[src/pfd_pkg.sv]
// Constants, types and the default opcode table for the pass-through flag decoder.
// Assumes one APB clock domain; target phase events come from SCSI sequencer logic on the same clock.
// Function
// - Data-phase flag: 0 none, 1 data phase
// - Auto request sense unless inhibit flag set
// - Completion interrupt only when inhibit flag clear
// - Override flag selects flag byte over table
// - Direction 1 host-to-target, 0 target-to-host
// - Conflicting target phase ends with error 24H
// - Table used otherwise; undefined opcodes give none
// - Table entries for opcodes 00H to 1FH
// - Table entries for opcodes 20H to 3FH
// - Table entries for opcodes 40H to 5FH
// - No data means memory address fields ignored
// - Command identifier copied into completion status
package pfd_pkg;

	localparam int unsigned ADDR_W            = 12;
	localparam logic [11:0] ADDR_CMD_ID       = 12'h000;
	localparam logic [11:0] ADDR_CTRL         = 12'h004;
	localparam logic [11:0] ADDR_STATUS       = 12'h008;
	localparam logic [11:0] ADDR_DONE_ID      = 12'h00C;

	localparam int unsigned CTRL_OP_LSB       = 8;
	localparam int unsigned CTRL_START_BIT    = 16;

	localparam int unsigned STAT_BUSY_BIT     = 0;
	localparam int unsigned STAT_DONE_BIT     = 1;
	localparam int unsigned STAT_DAT_BIT      = 2;
	localparam int unsigned STAT_DIR_BIT      = 3;
	localparam int unsigned STAT_SENSE_BIT    = 4;
	localparam int unsigned STAT_ERR_LSB      = 8;
	localparam int unsigned STAT_SCSI_LSB     = 16;

	localparam int unsigned FLG_DAT_BIT       = 0;
	localparam int unsigned FLG_DIR_BIT       = 1;
	localparam int unsigned FLG_IRS_BIT       = 2;
	localparam int unsigned FLG_ICC_BIT       = 3;
	localparam int unsigned FLG_DBV_BIT       = 4;

	localparam logic [7:0]  ERR_NONE          = 8'h00;
	localparam logic [7:0]  ERR_UNEXP_PHASE   = 8'h24;
	localparam logic [7:0]  SCSI_CHECK_COND   = 8'h02;

	typedef enum logic [1:0] {
		PH_DATA_IN  = 2'b00,
		PH_DATA_OUT = 2'b01,
		PH_STATUS   = 2'b10,
		PH_OTHER    = 2'b11
	} pfd_phase_t;

	typedef enum logic [0:0] {
		ST_IDLE   = 1'b0,
		ST_ACTIVE = 1'b1
	} pfd_state_t;

	typedef struct packed {
		logic       strobe;
		pfd_phase_t phase;
		logic [7:0] status;
	} pfd_tgt_t;

	typedef struct packed {
		pfd_state_t  st;
		logic [31:0] cmd_id;
		logic [7:0]  opcode;
		logic        dat;
		logic        dir;
		logic        sense_inh;
		logic        irq_inh;
		logic        done;
		logic        sense_issued;
		logic [7:0]  err;
		logic [7:0]  scsi_status;
		logic [31:0] done_id;
		logic        irq;
		logic        sense_req;
		logic [31:0] prdata;
	} pfd_regs_t;

	// Returns {data phase expected, direction}.
	function automatic logic [1:0] pfd_default_flags(input logic [7:0] op);
		logic [1:0] r;
		r = 2'b00;
		case (op)
			8'h03, 8'h05, 8'h08, 8'h0F, 8'h12, 8'h14, 8'h1A, 8'h1C: r = 2'b10;
			8'h04, 8'h07, 8'h0A, 8'h15, 8'h16, 8'h17, 8'h18, 8'h1D: r = 2'b11;
			8'h25, 8'h28, 8'h2C, 8'h2D, 8'h37, 8'h3C, 8'h3E:        r = 2'b10;
			8'h2A, 8'h2E, 8'h30, 8'h31, 8'h32, 8'h33:               r = 2'b11;
			8'h39, 8'h3A, 8'h3B, 8'h3F:                             r = 2'b11;
			8'h40, 8'h41, 8'h4C, 8'h55:                             r = 2'b11;
			8'h4D, 8'h5A:                                           r = 2'b10;
			default:                                                r = 2'b00;
		endcase
		return r;
	endfunction

endpackage

[src/pfd_decoder.sv]
// APB-reached flag decoder for one pass-through command at a time.
// Assumes target phase events arrive as single-cycle strobes from sequencer logic on pclk.
//
// The APB slave port and the register addresses are this design's own decisions.
`timescale 1ns/1ps
module pfd_decoder #(
	parameter int unsigned P_DAT_BIT = pfd_pkg::FLG_DAT_BIT,
	parameter int unsigned P_DIR_BIT = pfd_pkg::FLG_DIR_BIT,
	parameter int unsigned P_IRS_BIT = pfd_pkg::FLG_IRS_BIT,
	parameter int unsigned P_ICC_BIT = pfd_pkg::FLG_ICC_BIT,
	parameter int unsigned P_DBV_BIT = pfd_pkg::FLG_DBV_BIT
) (
	input  wire logic                        pclk,
	input  wire logic                        presetn,
	input  wire logic                        psel,
	input  wire logic                        penable,
	input  wire logic                        pwrite,
	input  wire logic [pfd_pkg::ADDR_W-1:0]  paddr,
	input  wire logic [31:0]                 pwdata,
	output logic      [31:0]                 prdata,
	output logic                             pready,
	output logic                             pslverr,
	input  wire pfd_pkg::pfd_tgt_t           tgt,
	output logic                             data_phase_expected,
	output logic                             xfer_dir,
	output logic                             mem_addr_use,
	output logic                             sense_req,
	output logic                             cmd_irq
);

	pfd_pkg::pfd_regs_t r_q;
	pfd_pkg::pfd_regs_t r_d;

	logic       wr_acc;
	logic       rd_setup;
	logic       mapped;
	logic       start;
	logic       finish;
	logic       bad_phase;
	logic       auto_sense;
	logic [7:0] wflags;
	logic [1:0] tbl;

	assign wr_acc   = psel && penable && pwrite;
	assign rd_setup = psel && !penable && !pwrite;
	assign mapped   = (paddr == pfd_pkg::ADDR_CMD_ID) || (paddr == pfd_pkg::ADDR_CTRL)
		|| (paddr == pfd_pkg::ADDR_STATUS) || (paddr == pfd_pkg::ADDR_DONE_ID);
	assign wflags   = pwdata[7:0];
	assign tbl      = pfd_pkg::pfd_default_flags(pwdata[pfd_pkg::CTRL_OP_LSB +: 8]);
	assign start    = wr_acc && (paddr == pfd_pkg::ADDR_CTRL) && pwdata[pfd_pkg::CTRL_START_BIT]
		&& (r_q.st == pfd_pkg::ST_IDLE);

	// A data phase the settings forbid, or one running the wrong way, is a conflict.
	always_comb
	begin
		bad_phase  = 1'b0;
		auto_sense = 1'b0;
		finish     = 1'b0;
		if (r_q.st == pfd_pkg::ST_ACTIVE && tgt.strobe)
		begin
			if (tgt.phase == pfd_pkg::PH_DATA_IN)
			begin
				bad_phase = !r_q.dat || r_q.dir;
			end
			else if (tgt.phase == pfd_pkg::PH_DATA_OUT)
			begin
				bad_phase = !r_q.dat || !r_q.dir;
			end
			else if (tgt.phase == pfd_pkg::PH_STATUS)
			begin
				finish     = 1'b1;
				auto_sense = (tgt.status == pfd_pkg::SCSI_CHECK_COND) && !r_q.sense_inh;
			end
			finish = finish || bad_phase;
		end
	end

	always_comb
	begin
		r_d           = r_q;
		r_d.irq       = 1'b0;
		r_d.sense_req = 1'b0;
		if (rd_setup)
		begin
			if (paddr == pfd_pkg::ADDR_CMD_ID)
			begin
				r_d.prdata = r_q.cmd_id;
			end
			else if (paddr == pfd_pkg::ADDR_CTRL)
			begin
				r_d.prdata = {16'h0000, r_q.opcode, 3'h0, r_q.dat, r_q.dir, r_q.sense_inh, r_q.irq_inh, 1'b0};
			end
			else if (paddr == pfd_pkg::ADDR_STATUS)
			begin
				r_d.prdata                                = 32'h0000_0000;
				r_d.prdata[pfd_pkg::STAT_BUSY_BIT]        = (r_q.st == pfd_pkg::ST_ACTIVE);
				r_d.prdata[pfd_pkg::STAT_DONE_BIT]        = r_q.done;
				r_d.prdata[pfd_pkg::STAT_DAT_BIT]         = r_q.dat;
				r_d.prdata[pfd_pkg::STAT_DIR_BIT]         = r_q.dir;
				r_d.prdata[pfd_pkg::STAT_SENSE_BIT]       = r_q.sense_issued;
				r_d.prdata[pfd_pkg::STAT_ERR_LSB +: 8]    = r_q.err;
				r_d.prdata[pfd_pkg::STAT_SCSI_LSB +: 8]   = r_q.scsi_status;
			end
			else if (paddr == pfd_pkg::ADDR_DONE_ID)
			begin
				r_d.prdata = r_q.done_id;
			end
			else
			begin
				r_d.prdata = 32'h0000_0000;
			end
		end
		if (wr_acc && paddr == pfd_pkg::ADDR_CMD_ID && r_q.st == pfd_pkg::ST_IDLE)
		begin
			r_d.cmd_id = pwdata;
		end
		if (start)
		begin
			r_d.st           = pfd_pkg::ST_ACTIVE;
			r_d.opcode       = pwdata[pfd_pkg::CTRL_OP_LSB +: 8];
			r_d.sense_inh    = wflags[P_IRS_BIT];
			r_d.irq_inh      = wflags[P_ICC_BIT];
			r_d.done         = 1'b0;
			r_d.sense_issued = 1'b0;
			r_d.err          = pfd_pkg::ERR_NONE;
			r_d.scsi_status  = 8'h00;
			if (wflags[P_DBV_BIT])
			begin
				r_d.dat = wflags[P_DAT_BIT];
				r_d.dir = wflags[P_DAT_BIT] && wflags[P_DIR_BIT];
			end
			else
			begin
				r_d.dat = tbl[1];
				r_d.dir = tbl[0];
			end
		end
		if (finish)
		begin
			r_d.st      = pfd_pkg::ST_IDLE;
			r_d.done    = 1'b1;
			r_d.done_id = r_q.cmd_id;
			r_d.irq     = !r_q.irq_inh;
			if (bad_phase)
			begin
				r_d.err = pfd_pkg::ERR_UNEXP_PHASE;
			end
			else
			begin
				r_d.scsi_status  = tgt.status;
				r_d.sense_req    = auto_sense;
				r_d.sense_issued = auto_sense;
			end
		end
	end

	always_ff @(posedge pclk or negedge presetn)
	begin
		if (!presetn)
		begin
			r_q <= '0;
		end
		else
		begin
			r_q <= r_d;
		end
	end

	assign prdata              = r_q.prdata;
	assign pready              = 1'b1;
	assign pslverr             = psel && penable && !mapped;
	assign data_phase_expected = (r_q.st == pfd_pkg::ST_ACTIVE) && r_q.dat;
	assign xfer_dir            = r_q.dir;
	assign mem_addr_use        = (r_q.st == pfd_pkg::ST_ACTIVE) && r_q.dat;
	assign sense_req           = r_q.sense_req;
	assign cmd_irq             = r_q.irq;
endmodule // pfd_decoder

[config.mk]
export PLATFORM = sky130hd
export DESIGN_NAME = pfd_decoder
export DESIGN_NICKNAME = d
export VERILOG_FILES = /design/src/pfd_pkg.sv /design/src/pfd_decoder.sv
export SDC_FILE = /design/constraint.sdc
export NUM_CORES = 1
export LEC_CHECK = 0
export BUFFER_PORTS_ARGS = -buffer_cell sky130_fd_sc_hd__buf_2
export CORE_MARGIN = 4
export CORE_UTILIZATION = 53
export CTS_BUF_LIST = sky130_fd_sc_hd__clkbuf_8
export DETAILED_ROUTE_END_ITERATION = 10
export PLACE_DENSITY = 0.79
export REMOVE_ABC_BUFFERS = 1
export SLEW_MARGIN = 10
export SYNTH_ARGS = -nofsm -noshare
export SYNTH_HDL_FRONTEND = slang
export SYNTH_SLANG_ARGS = --single-unit
[constraint.sdc]
create_clock -name pclk -period 2.01 [get_ports pclk]
set_input_delay 0.5025 -clock pclk [delete_from_list [all_inputs] [get_ports pclk]]
set_output_delay 0.5025 -clock pclk [all_outputs]
set_load 0.005 [all_outputs]
==> results of run 1 <==
[area by class of cell]
cell class	instances	area, sq um	share of cell area [%]
clock buffers	17	234	3.26
clock inverters	14	145	2.02
inverters	4	15.0	0.209
multi-input cells	332	2520	35.2
flip-flops and latches	129	3230	45.0
well taps	143	179	2.50
repair buffers	134	847	11.8
[cell families (layout without fill, tap and decap cells)]
| family | after synthesis | in the layout | share of synthesized area (%) |
|---|---|---|---|
| flip-flops | 129 | 129 | 52.5 |
| multiplexers | 90 | 90 | 18.4 |
| adder cells (fa/ha/maj) | 5 | 5 | 1.02 |
| other | 1 | 1 | 0.0610 |
| AND/OR/NAND/NOR | 146 | 146 | 11.6 |
| buffers and inverters | 73 | 169 | 6.88 |
| AO/OA/AOI/OAI | 90 | 90 | 9.58 |
[Yosys cell counts (2+ instances only)]
master     instances
o21ai_0           36
nand3_1            5
buf_2              8
o2111ai_1          2
or3_1              2
ha_1               5
clkbuf_1          21
nor3_1             8
nand4_1           13
o311ai_0           3
buf_1              3
mux2i_1            5
mux2_2            44
nor4_2             2
mux2_1            30
nand2_1           78
and2_1             7
o31ai_1            9
a31oi_1            5
nand2b_1           3
and3_1             2
nor2b_1            5
buf_4             37
nor2_1            13
a211oi_1           2
a21oi_1            2
a21o_1             3
a22oi_1           20
dfrtp_1          129
inv_1              4
mux4_2            11
[worst max-delay path, delay by kind of cell]
family / cells / cell delay (ns)
and+or+nand+nor: 3 / 0.72
buffers and inverters: 2 / 0.23
[final timing paths]
check                          start         end  depth (start not counted)
max                        paddr[11]     pslverr                          5
min                          presetn  prdata[27]                          1
max reg2reg                 xfer_dir     r_q[45]                          5
min reg2reg                prdata[5]   prdata[5]                          2
max in group asynchronous    presetn     r_q[54]                          2
min in group pclk             tgt[5]     r_q[71]                          3
[power groups by stage]
stage	Sequential (mW)	Combinational, mW	Clock [mW]
CTS	2.60	0.316	2.13
detailed placement	2.65	0.309	0
global route	2.60	0.351	2.25
finish	2.60	0.316	2.08
global placement	2.65	0.302	0
floorplan	2.65	0.0829	0
[sequential cells by signal, indices dropped and copies added (netlist names)]
signal and flops:
r_q 94, prdata 32, cmd_irq 1, sense_req 1, xfer_dir 1
[what timing repair did]
item | CTS | global route
pin swaps | 3 | 3
endpoints found under the hold margin | 0 | 0
gates resized for setup | 2 | 2
setup endpoints to repair | 1 | 1
setup buffers | 2 | 0
hold buffers | 0 | 0
[through the flow]
step                      TNS [ns]  instances  instance area [sq um]
after floorplan             -83.25        465                   5740
after global placement       -8.32        741                   6760
after detailed placement    -11.36        741                   6760
after CTS                        0        773                   7160
after global routing      -0.00316        773                   7170
final                            0        773                   7170
[routing by layer]
layer	vias to the layer above	global-route usage, %	wire, um
li1	2042	-	-
met1	2230	28.8	6010
met2	144	36.3	6820
met3	21	5.17	757
met4	0	7.27	198
met5	-	0	0
==> flow_metrics.env, run 1 <==
export IMPL_postSynth_asyncResetShare_pct=100
export IMPL_fillers=883
export IMPL_io_buffers=97
export IMPL_synth_enable_flop_cells=0
export IMPL_outcome="finished, final reports clean"
export IMPL_syn_inst=534
export IMPL_nets=683
export IMPL_rows=39
export IMPL_dr_pass1_iters=5
export IMPL_synthToLayoutAreaGrowth_pct=16.6
export IMPL_grt_usage_pct=22.0
export IMPL_cp_end_kind="output port"
export IMPL_r2r_slack_ns=0.26
export IMPL_grt_antenna_before_repair=0
export IMPL_num_vias=4437
export IMPL_routabilityCongestion=0.845
export IMPL_fp_dieW_um=116
export IMPL_synth_top_area_share_pct=52.5
export IMPL_power_mw=5.00
export IMPL_ys_seq_area_share_pct=52.5
export IMPL_hp_class="primary input to asynchronous set/reset pin"
export IMPL_relSlewSlack_pct=63.9
export IMPL_dieArea_sq_um=13400
export IMPL_clkLatencyLatePin_ns=0.43
export IMPL_cpPeakStageDelay_ns=0.31
export IMPL_coreArea_sq_um=11400
export IMPL_power_frac_seq_pct=52.0
export IMPL_synth_area_sq_um=6150
export IMPL_setup_viol=0
export IMPL_totalWireLength_um=13800
export IMPL_dp_slack_ns=-0.286
export IMPL_ys_ff_latch=129
export IMPL_cts_tree="built"
export IMPL_critPathMaxFanout=3
export IMPL_h_tree_depth=4
export IMPL_grt_max_degree=61
export IMPL_grt_pass1_wl_um=22600
export IMPL_io_pin_count=99
export IMPL_postSynthAreaPerCell_sq_um=11.5
export IMPL_arrival_ns=1.46
export IMPL_cp_cell_sequence="buf_2, nor4_4, nand3_2, and3_4, buf_6"
export IMPL_fin_hold_ws_ns=0.0603
export IMPL_cts_sinks=129
export IMPL_final_util_pct=63.1
export IMPL_drv_slew=0
export IMPL_first_iter_violations=324
export IMPL_swShare_pct=23.8
export IMPL_drc=0
export IMPL_synthDistinctLibCells=48
export IMPL_layout_commonest_cell="dfrtp_1"
export IMPL_skew_ns=0.0154
export IMPL_vias_per_cell=5.74
export IMPL_drive_gt1_share_pct=35.9
export IMPL_hpwl_um=9900
export IMPL_finalHoldViolCount=0
export IMPL_period_share_pct=97.4
export IMPL_path_class="primary input to output port"
export IMPL_wl_per_cell_um=17.8
export IMPL_yosysWarnings=0
export IMPL_peakVddDrop_mv=0.410
export IMPL_num_antenna_cells=0
export IMPL_ant_nets=0
export IMPL_pwr_share_comb_pct=6.3
export IMPL_synth_top_area_cell="dfrtp_1"
export IMPL_cp_slowest_cell="nor4_4"
export IMPL_p_switching_mw=1.19
export IMPL_grt_ovfl_total=0
export IMPL_cts_buffers=17
export IMPL_synth_area_top_cells="dfrtp_1, mux2_2, mux2_1"
export IMPL_critPathLaunchType="primary input"
export IMPL_root_buffer="clkbuf_8"
export IMPL_finalCriticalPeriod_ns=1.96
export IMPL_power_frac_clock_pct=41.7
export IMPL_die_h_um=116
export IMPL_layout_common_cells="dfrtp_1, buf_2, nand2_1"
export IMPL_leakage_nw=3.60
export IMPL_fmax_ghz=0.511
export IMPL_p_int_mw=3.81
export IMPL_maxCapViolations=0
export IMPL_path_clk_slew_ns=0.07
export IMPL_start_util_pct=54.1
export IMPL_worst_pin_slew_ns=0.542
export IMPL_critPathRequiredTime_ns=1.51
export IMPL_synth_ff_type="dfrtp_1"
export IMPL_power_density_nw_per_um2=697
export IMPL_setup_slack_ns=0.0514
export IMPL_clock_path_buffers=2
export IMPL_grt_pass1_vias=4484
Note: power is estimated with default switching activity, not from simulation.
==> run 2, diff against run 1 <==
--- a/config.mk
+++ b/config.mk
@@ -8,8 +8,8 @@
 export BUFFER_PORTS_ARGS = -buffer_cell sky130_fd_sc_hd__buf_2
 export CORE_MARGIN = 4
-export CORE_UTILIZATION = 53
+export CORE_UTILIZATION = 30
 export CTS_BUF_LIST = sky130_fd_sc_hd__clkbuf_8
 export DETAILED_ROUTE_END_ITERATION = 10
-export PLACE_DENSITY = 0.79
+export PLACE_DENSITY = 0.49
 export REMOVE_ABC_BUFFERS = 1
 export SLEW_MARGIN = 10
==> constraint.sdc (replaced) <==
create_clock -name pclk -period 2.01 [get_ports pclk]
set_input_delay 0.201 -clock pclk [delete_from_list [all_inputs] [get_ports pclk]]
set_output_delay 0.201 -clock pclk [all_outputs]
set_load 0.005 [all_outputs]
==> run 2 against run 1 <==
Utilization decreased by 25 points. Clock skew down 0.0068 ns. Count of clock-buffer cells in the layout is 2 higher. Sequential share of layout area shrank 2.6 points. Maximum frequency increased by 11%. Critical endpoint is now r_q[56]. Highest routed layer unchanged.
==> flow_metrics.env, run 2 (same netlist as run 1, synthesis figures left out) <==
export IMPL_nets=705
export IMPL_start_util_pct=30.5
export IMPL_power_density_nw_per_um2=726
export IMPL_root_buffer="clkbuf_8"
export IMPL_dpl_cell_area_sq_um=6810
export IMPL_largest_reg_flops=94
export IMPL_drive_gt1_share_pct=33.4
export IMPL_worst_pin_slew_ns=0.695
export IMPL_h_tree_depth=4
export IMPL_drc=0
export IMPL_wl_per_cell_um=17.0
export IMPL_io_buffers=97
export IMPL_cp_end_kind="flip-flop"
export IMPL_fin_area_sq_um=7600
export IMPL_finalHoldViolCount=0
export IMPL_drv_slew=0
export IMPL_first_iter_violations=213
export IMPL_path_class="flip-flop to flip-flop"
export IMPL_fillers=2005
export IMPL_synthToLayoutAreaGrowth_pct=23.6
export IMPL_coreArea_sq_um=20200
export IMPL_critPathMaxFanout=13
export IMPL_path_clk_slew_ns=0.07
export IMPL_power_mw=5.52
export IMPL_rsz0062_at_grt="false"
export IMPL_grt_ovfl_total=0
export IMPL_layout_common_cells="dfrtp_1, buf_2, nand2_1"
export IMPL_dieArea_sq_um=22900
export IMPL_cts_sinks=129
export IMPL_outcome="finished, final reports clean"
export IMPL_finalCriticalPeriod_ns=1.77
export IMPL_num_antenna_cells=0
export IMPL_largest_register="r_q"
export IMPL_ant_nets=0
export IMPL_clock_path_buffers=2
export IMPL_wl_met2_um=7740
export IMPL_peakVddDrop_mv=0.309
export IMPL_routabilityCongestion=0.793
export IMPL_cts_resized=0
export IMPL_cts_tree="built"
export IMPL_postCtsSetupRepairBufs=0
export IMPL_wl_met1_um=7050
export IMPL_relSlewSlack_pct=53.7
export IMPL_leakage_nw=3.72
export IMPL_cp_cell_sequence="or2_2, o21ai_0, a221o_1, buf_4, mux2_2"
export IMPL_setup_viol=0
export IMPL_cp_slowest_cell="dfrtp_1"
export IMPL_maxCapViolations=0
export IMPL_cts_buffers=17
export IMPL_period_share_pct=88.0
export IMPL_top_layer_used="met4"
export IMPL_skew_ns=0.00853
export IMPL_hpwl_um=11000
export IMPL_layout_commonest_cell="dfrtp_1"
export IMPL_dr_pass1_iters=4
export IMPL_clkLatencyLatePin_ns=0.45
export IMPL_cpPeakStageDelay_ns=0.37
export IMPL_io_pin_count=99
export IMPL_die_h_um=151
export IMPL_grt_antenna_before_repair=0
export IMPL_rows=52
export IMPL_vias_per_cell=4.80
export IMPL_fmax_ghz=0.565
export IMPL_critPathLaunchType="flip-flop"
export IMPL_totalWireLength_um=15700
export IMPL_num_vias=4433
export IMPL_fp_dieW_um=151
export IMPL_critPathRequiredTime_ns=2.34
export IMPL_grt_max_degree=130
export IMPL_grt_pass1_wl_um=25100
export IMPL_arrival_ns=2.10
export IMPL_wl_met3_um=539
export IMPL_grt_pass1_vias=4732
export IMPL_hp_class="primary input to flip-flop"
export IMPL_grt_usage_pct=14.3
==> run 2: cell types whose count changed in the layout (fill, tap and decap cells not counted), sizes merged <==
| cell | previous run | this run |
|---|---|---|
| dlygate4sd3 | 0 | 32 |
| buf | 134 | 124 |
| bufinv | 2 | 5 |
| clkinvlp | 6 | 3 |
| clkbuf | 17 | 19 |
| inv | 5 | 4 |
==> run 2: worst max-delay path, delay by kind of cell, from the launching register on <==
family                 cells  cell delay [ns]
AOI/OAI and AO/OA          2             0.37
buffers and inverters      1             0.27
muxes                      1             0.36
and+or+nand+nor            1             0.28
DFF                        1             0.37
==> run 2: per-layer routing <==
layer,global-route usage [%],up-vias
li1,-,2095
met1,18.4,2228
met2,23.4,86
met3,2.72,24
met4,6.35,0
met5,0,-
==> run 2: report_power, final <==
group,internal (mW),leakage (nW),switching [mW]
Combinational,0.143,1.69,0.199
Clock,1.54,0.228,1.04
Sequential,2.60,1.80,0.00133
==> run 2: cell type report <==
cell class / count / area [sq um] / area share [%]
flip-flops and latches: 129 / 3230 / 42.4
multi-input cells: 332 / 2500 / 32.9
repair buffers: 156 / 1050 / 13.8
well taps: 270 / 338 / 4.44
clock buffers: 19 / 262 / 3.44
clock inverters: 13 / 209 / 2.75
inverters: 4 / 15.0 / 0.197
==> run 2: repair_timing <==
action,in CTS,in global routing
hold endpoints to repair,162,0
setup endpoints to repair,0,0
hold buffers,32,0
==> run 2: final timing paths <==
path,startpoint,end,slack (ns),depth (start not counted)
max,xfer_dir,r_q[56],0.24,5
min,pwdata[0],r_q[96],0.04,2
max reg2reg,xfer_dir,r_q[56],0.24,5
min reg2reg,r_q[84],cmd_irq,0.47,1
max in group asynchronous,presetn,r_q[82],1.10,3
min in group asynchronous,presetn,prdata[29],0.41,3
==> run 2: through the flow <==
step	utilization [%]	worst slack (ns)	hold slack, ns	cells	setup TNS (ns)
3_5_place_dp	33.8	0.0552	0.373	859	0
6_report	37.7	0.241	0.0432	923	0
3_3_place_gp	33.8	0.0999	0.366	859	0
5_1_grt	37.7	0.150	0.0259	923	0
4_1_cts	37.7	0.236	0.0101	923	0
2_1_floorplan	-	-1.09	-0.0946	465	-57.75
==> run 3, diff against run 2 <==
- CAP_MARGIN: unset -> 10
- CTS_BUF_LIST: sky130_fd_sc_hd__clkbuf_8 -> sky130_fd_sc_hd__clkbuf_16
- PLACE_DENSITY: 0.49 -> 0.48
- clock period: 2.01 -> 2.3 ns (I/O delays scaled with it)
==> run 3 against run 2 <==
Via count down 3.0%. Setup slack better by 0.19 ns. Maximum frequency down 5.6%. Sequential power down 13%. Final cell count down 4.0%. Sequential share of layout area up 1.6 points. Final area down 3.6%. Flip-flop and latch count unchanged. Clock power down 4%. Register-to-register slack better by 0.19 ns. Combinational power down 23%. Global-route usage down 0.12 points. Critical path type unchanged.
==> flow_metrics.env, run 3 (same netlist as run 1, synthesis figures left out) <==
export IMPL_grt_pass1_vias=4472
export IMPL_critPathLaunchType="flip-flop"
export IMPL_root_buffer="clkbuf_16"
export IMPL_grt_usage_pct=14.2
export IMPL_power_frac_seq_pct=45.4
export IMPL_maxCapViolations=0
export IMPL_clock_path_buffers=2
export IMPL_crit_start="xfer_dir"
export IMPL_ant_nets=0
export IMPL_num_vias=4299
export IMPL_io_pin_count=99
export IMPL_h_tree_depth=4
export IMPL_outcome="finished, final reports clean"
export IMPL_cts_sinks=129
export IMPL_cp_end_kind="flip-flop"
export IMPL_path_class="flip-flop to flip-flop"
export IMPL_totalWireLength_um=15600
export IMPL_num_antenna_cells=0
export IMPL_largest_register="r_q"
export IMPL_wl_per_cell_um=17.6
export IMPL_critPathRequiredTime_ns=2.59
export IMPL_hp_class="primary input to flip-flop"
export IMPL_io_buffers=97
export IMPL_vias_per_cell=4.85
export IMPL_power_density_nw_per_um2=684
export IMPL_cts_tree="built"
export IMPL_multi_input_area_sq_um=2500
export IMPL_largest_reg_flops=94
export IMPL_drive_gt1_share_pct=33.1
export IMPL_ff_latch_area_sq_um=3230
export IMPL_arrival_ns=2.17
export IMPL_peakVddDrop_mv=0.295
export IMPL_first_iter_violations=161
export IMPL_period_share_pct=81.5
export IMPL_path_clk_slew_ns=0.05
export IMPL_swShare_pct=22.0
export IMPL_synthToLayoutAreaGrowth_pct=19.2
export IMPL_reg2reg_from="xfer_dir"
export IMPL_p_int_mw=3.91
export IMPL_dp_slack_ns=0.228
export IMPL_layout_commonest_cell="dfrtp_1"
export IMPL_grt_antenna_before_repair=0
export IMPL_p_switching_mw=1.10
export IMPL_cts_buffers=17
export IMPL_pwr_share_comb_pct=5.2
export IMPL_routabilityCongestion=0.787
export IMPL_finalHoldViolCount=0
export IMPL_drc=0
export IMPL_dr_pass1_iters=4
export IMPL_setup_viol=0
export IMPL_fillers=2053
export IMPL_critPathMaxFanout=11
export IMPL_leakage_nw=3.63
export IMPL_clkLatencyLatePin_ns=0.41
export IMPL_coreArea_sq_um=20200
export IMPL_skew_ns=0.00600
export IMPL_power_mw=5.01
export IMPL_layout_common_cells="dfrtp_1, buf_2, nand2_1"
export IMPL_power_frac_clock_pct=49.4
export IMPL_fp_dieW_um=151
export IMPL_grt_ovfl_total=0
export IMPL_fin_tns_setup_ns=0
export IMPL_finalCriticalPeriod_ns=1.87
export IMPL_dp_cells=855
export IMPL_hold_start="pwdata[3]"
export IMPL_fmax_ghz=0.534
export IMPL_grt_pass1_wl_um=24700
export IMPL_die_h_um=151
export IMPL_start_util_pct=30.5
export IMPL_rows=52
export IMPL_stdcell_count=886
export IMPL_final_util_pct=36.4
export IMPL_nets=670
export IMPL_drv_slew=0
export IMPL_dieArea_sq_um=22900
export IMPL_grt_max_degree=85
export IMPL_setup_slack_ns=0.426
export IMPL_hpwl_um=11000
export IMPL_rsz0062_at_grt="false"
-- run 3: final cells by class --
class	count	area share [%]
clock inverters	13	1.45
repair buffers	121	9.83
multi-input cells	332	34.1
well taps	270	4.61
clock buffers	17	5.80
inverters	4	0.205
flip-flops and latches	129	44.0
-- run 3: path summary, 6_finish.rpt --
kind | endpoint | slack, ns | cells past startpoint
max | r_q[56] | 0.43 | 5
min | r_q[84] | 0.03 | 3
max reg2reg | r_q[56] | 0.43 | 5
min reg2reg | prdata[24] | 0.47 | 2
max in group asynchronous | r_q[92] | 1.51 | 3
min in group asynchronous | prdata[6] | 0.15 | 2
-- run 3: power groups by stage --
stage	clock network, mW	logic [mW]	registers [mW]
after floorplan	0	0.0725	2.31
after global placement	0	0.260	2.31
after detailed placement	0	0.266	2.31
after CTS	2.54	0.268	2.27
after global routing	2.64	0.294	2.27
final	2.48	0.262	2.27
-- run 3: metrics by stage --
stage / instance area, sq um / hold slack [ns]
after CTS: 7330 / 0.0109
final: 7330 / 0.0289
after floorplan: 5740 / -0.0656
after global routing: 7330 / 0.0228
after global placement: 6790 / 0.0355
after detailed placement: 6790 / 0.0368
-- run 3: worst max-delay path: stages (launching register included) --
cell and delay [ns]:
dfrtp_1 0.45, or2_2 0.31, o21ai_0 0.15, a221o_1 0.23
buf_4 0.24, mux2_2 0.36
-- run 3: routing by layer --
layer | wire length [um] | up-vias | GRT usage [%]
li1 | - | 2025 | -
met5 | 0 | - | 0
met2 | 7700 | 106 | 23.0
met3 | 685 | 18 | 3.44
met1 | 6980 | 2150 | 18.8
met4 | 196 | 0 | 4.31
-- run 3: timing repair --
item,in CTS,in global routing
resized for setup,0,0
endpoints found under the hold margin,129,0
buffers inserted,0,0
hold buffers,1,0
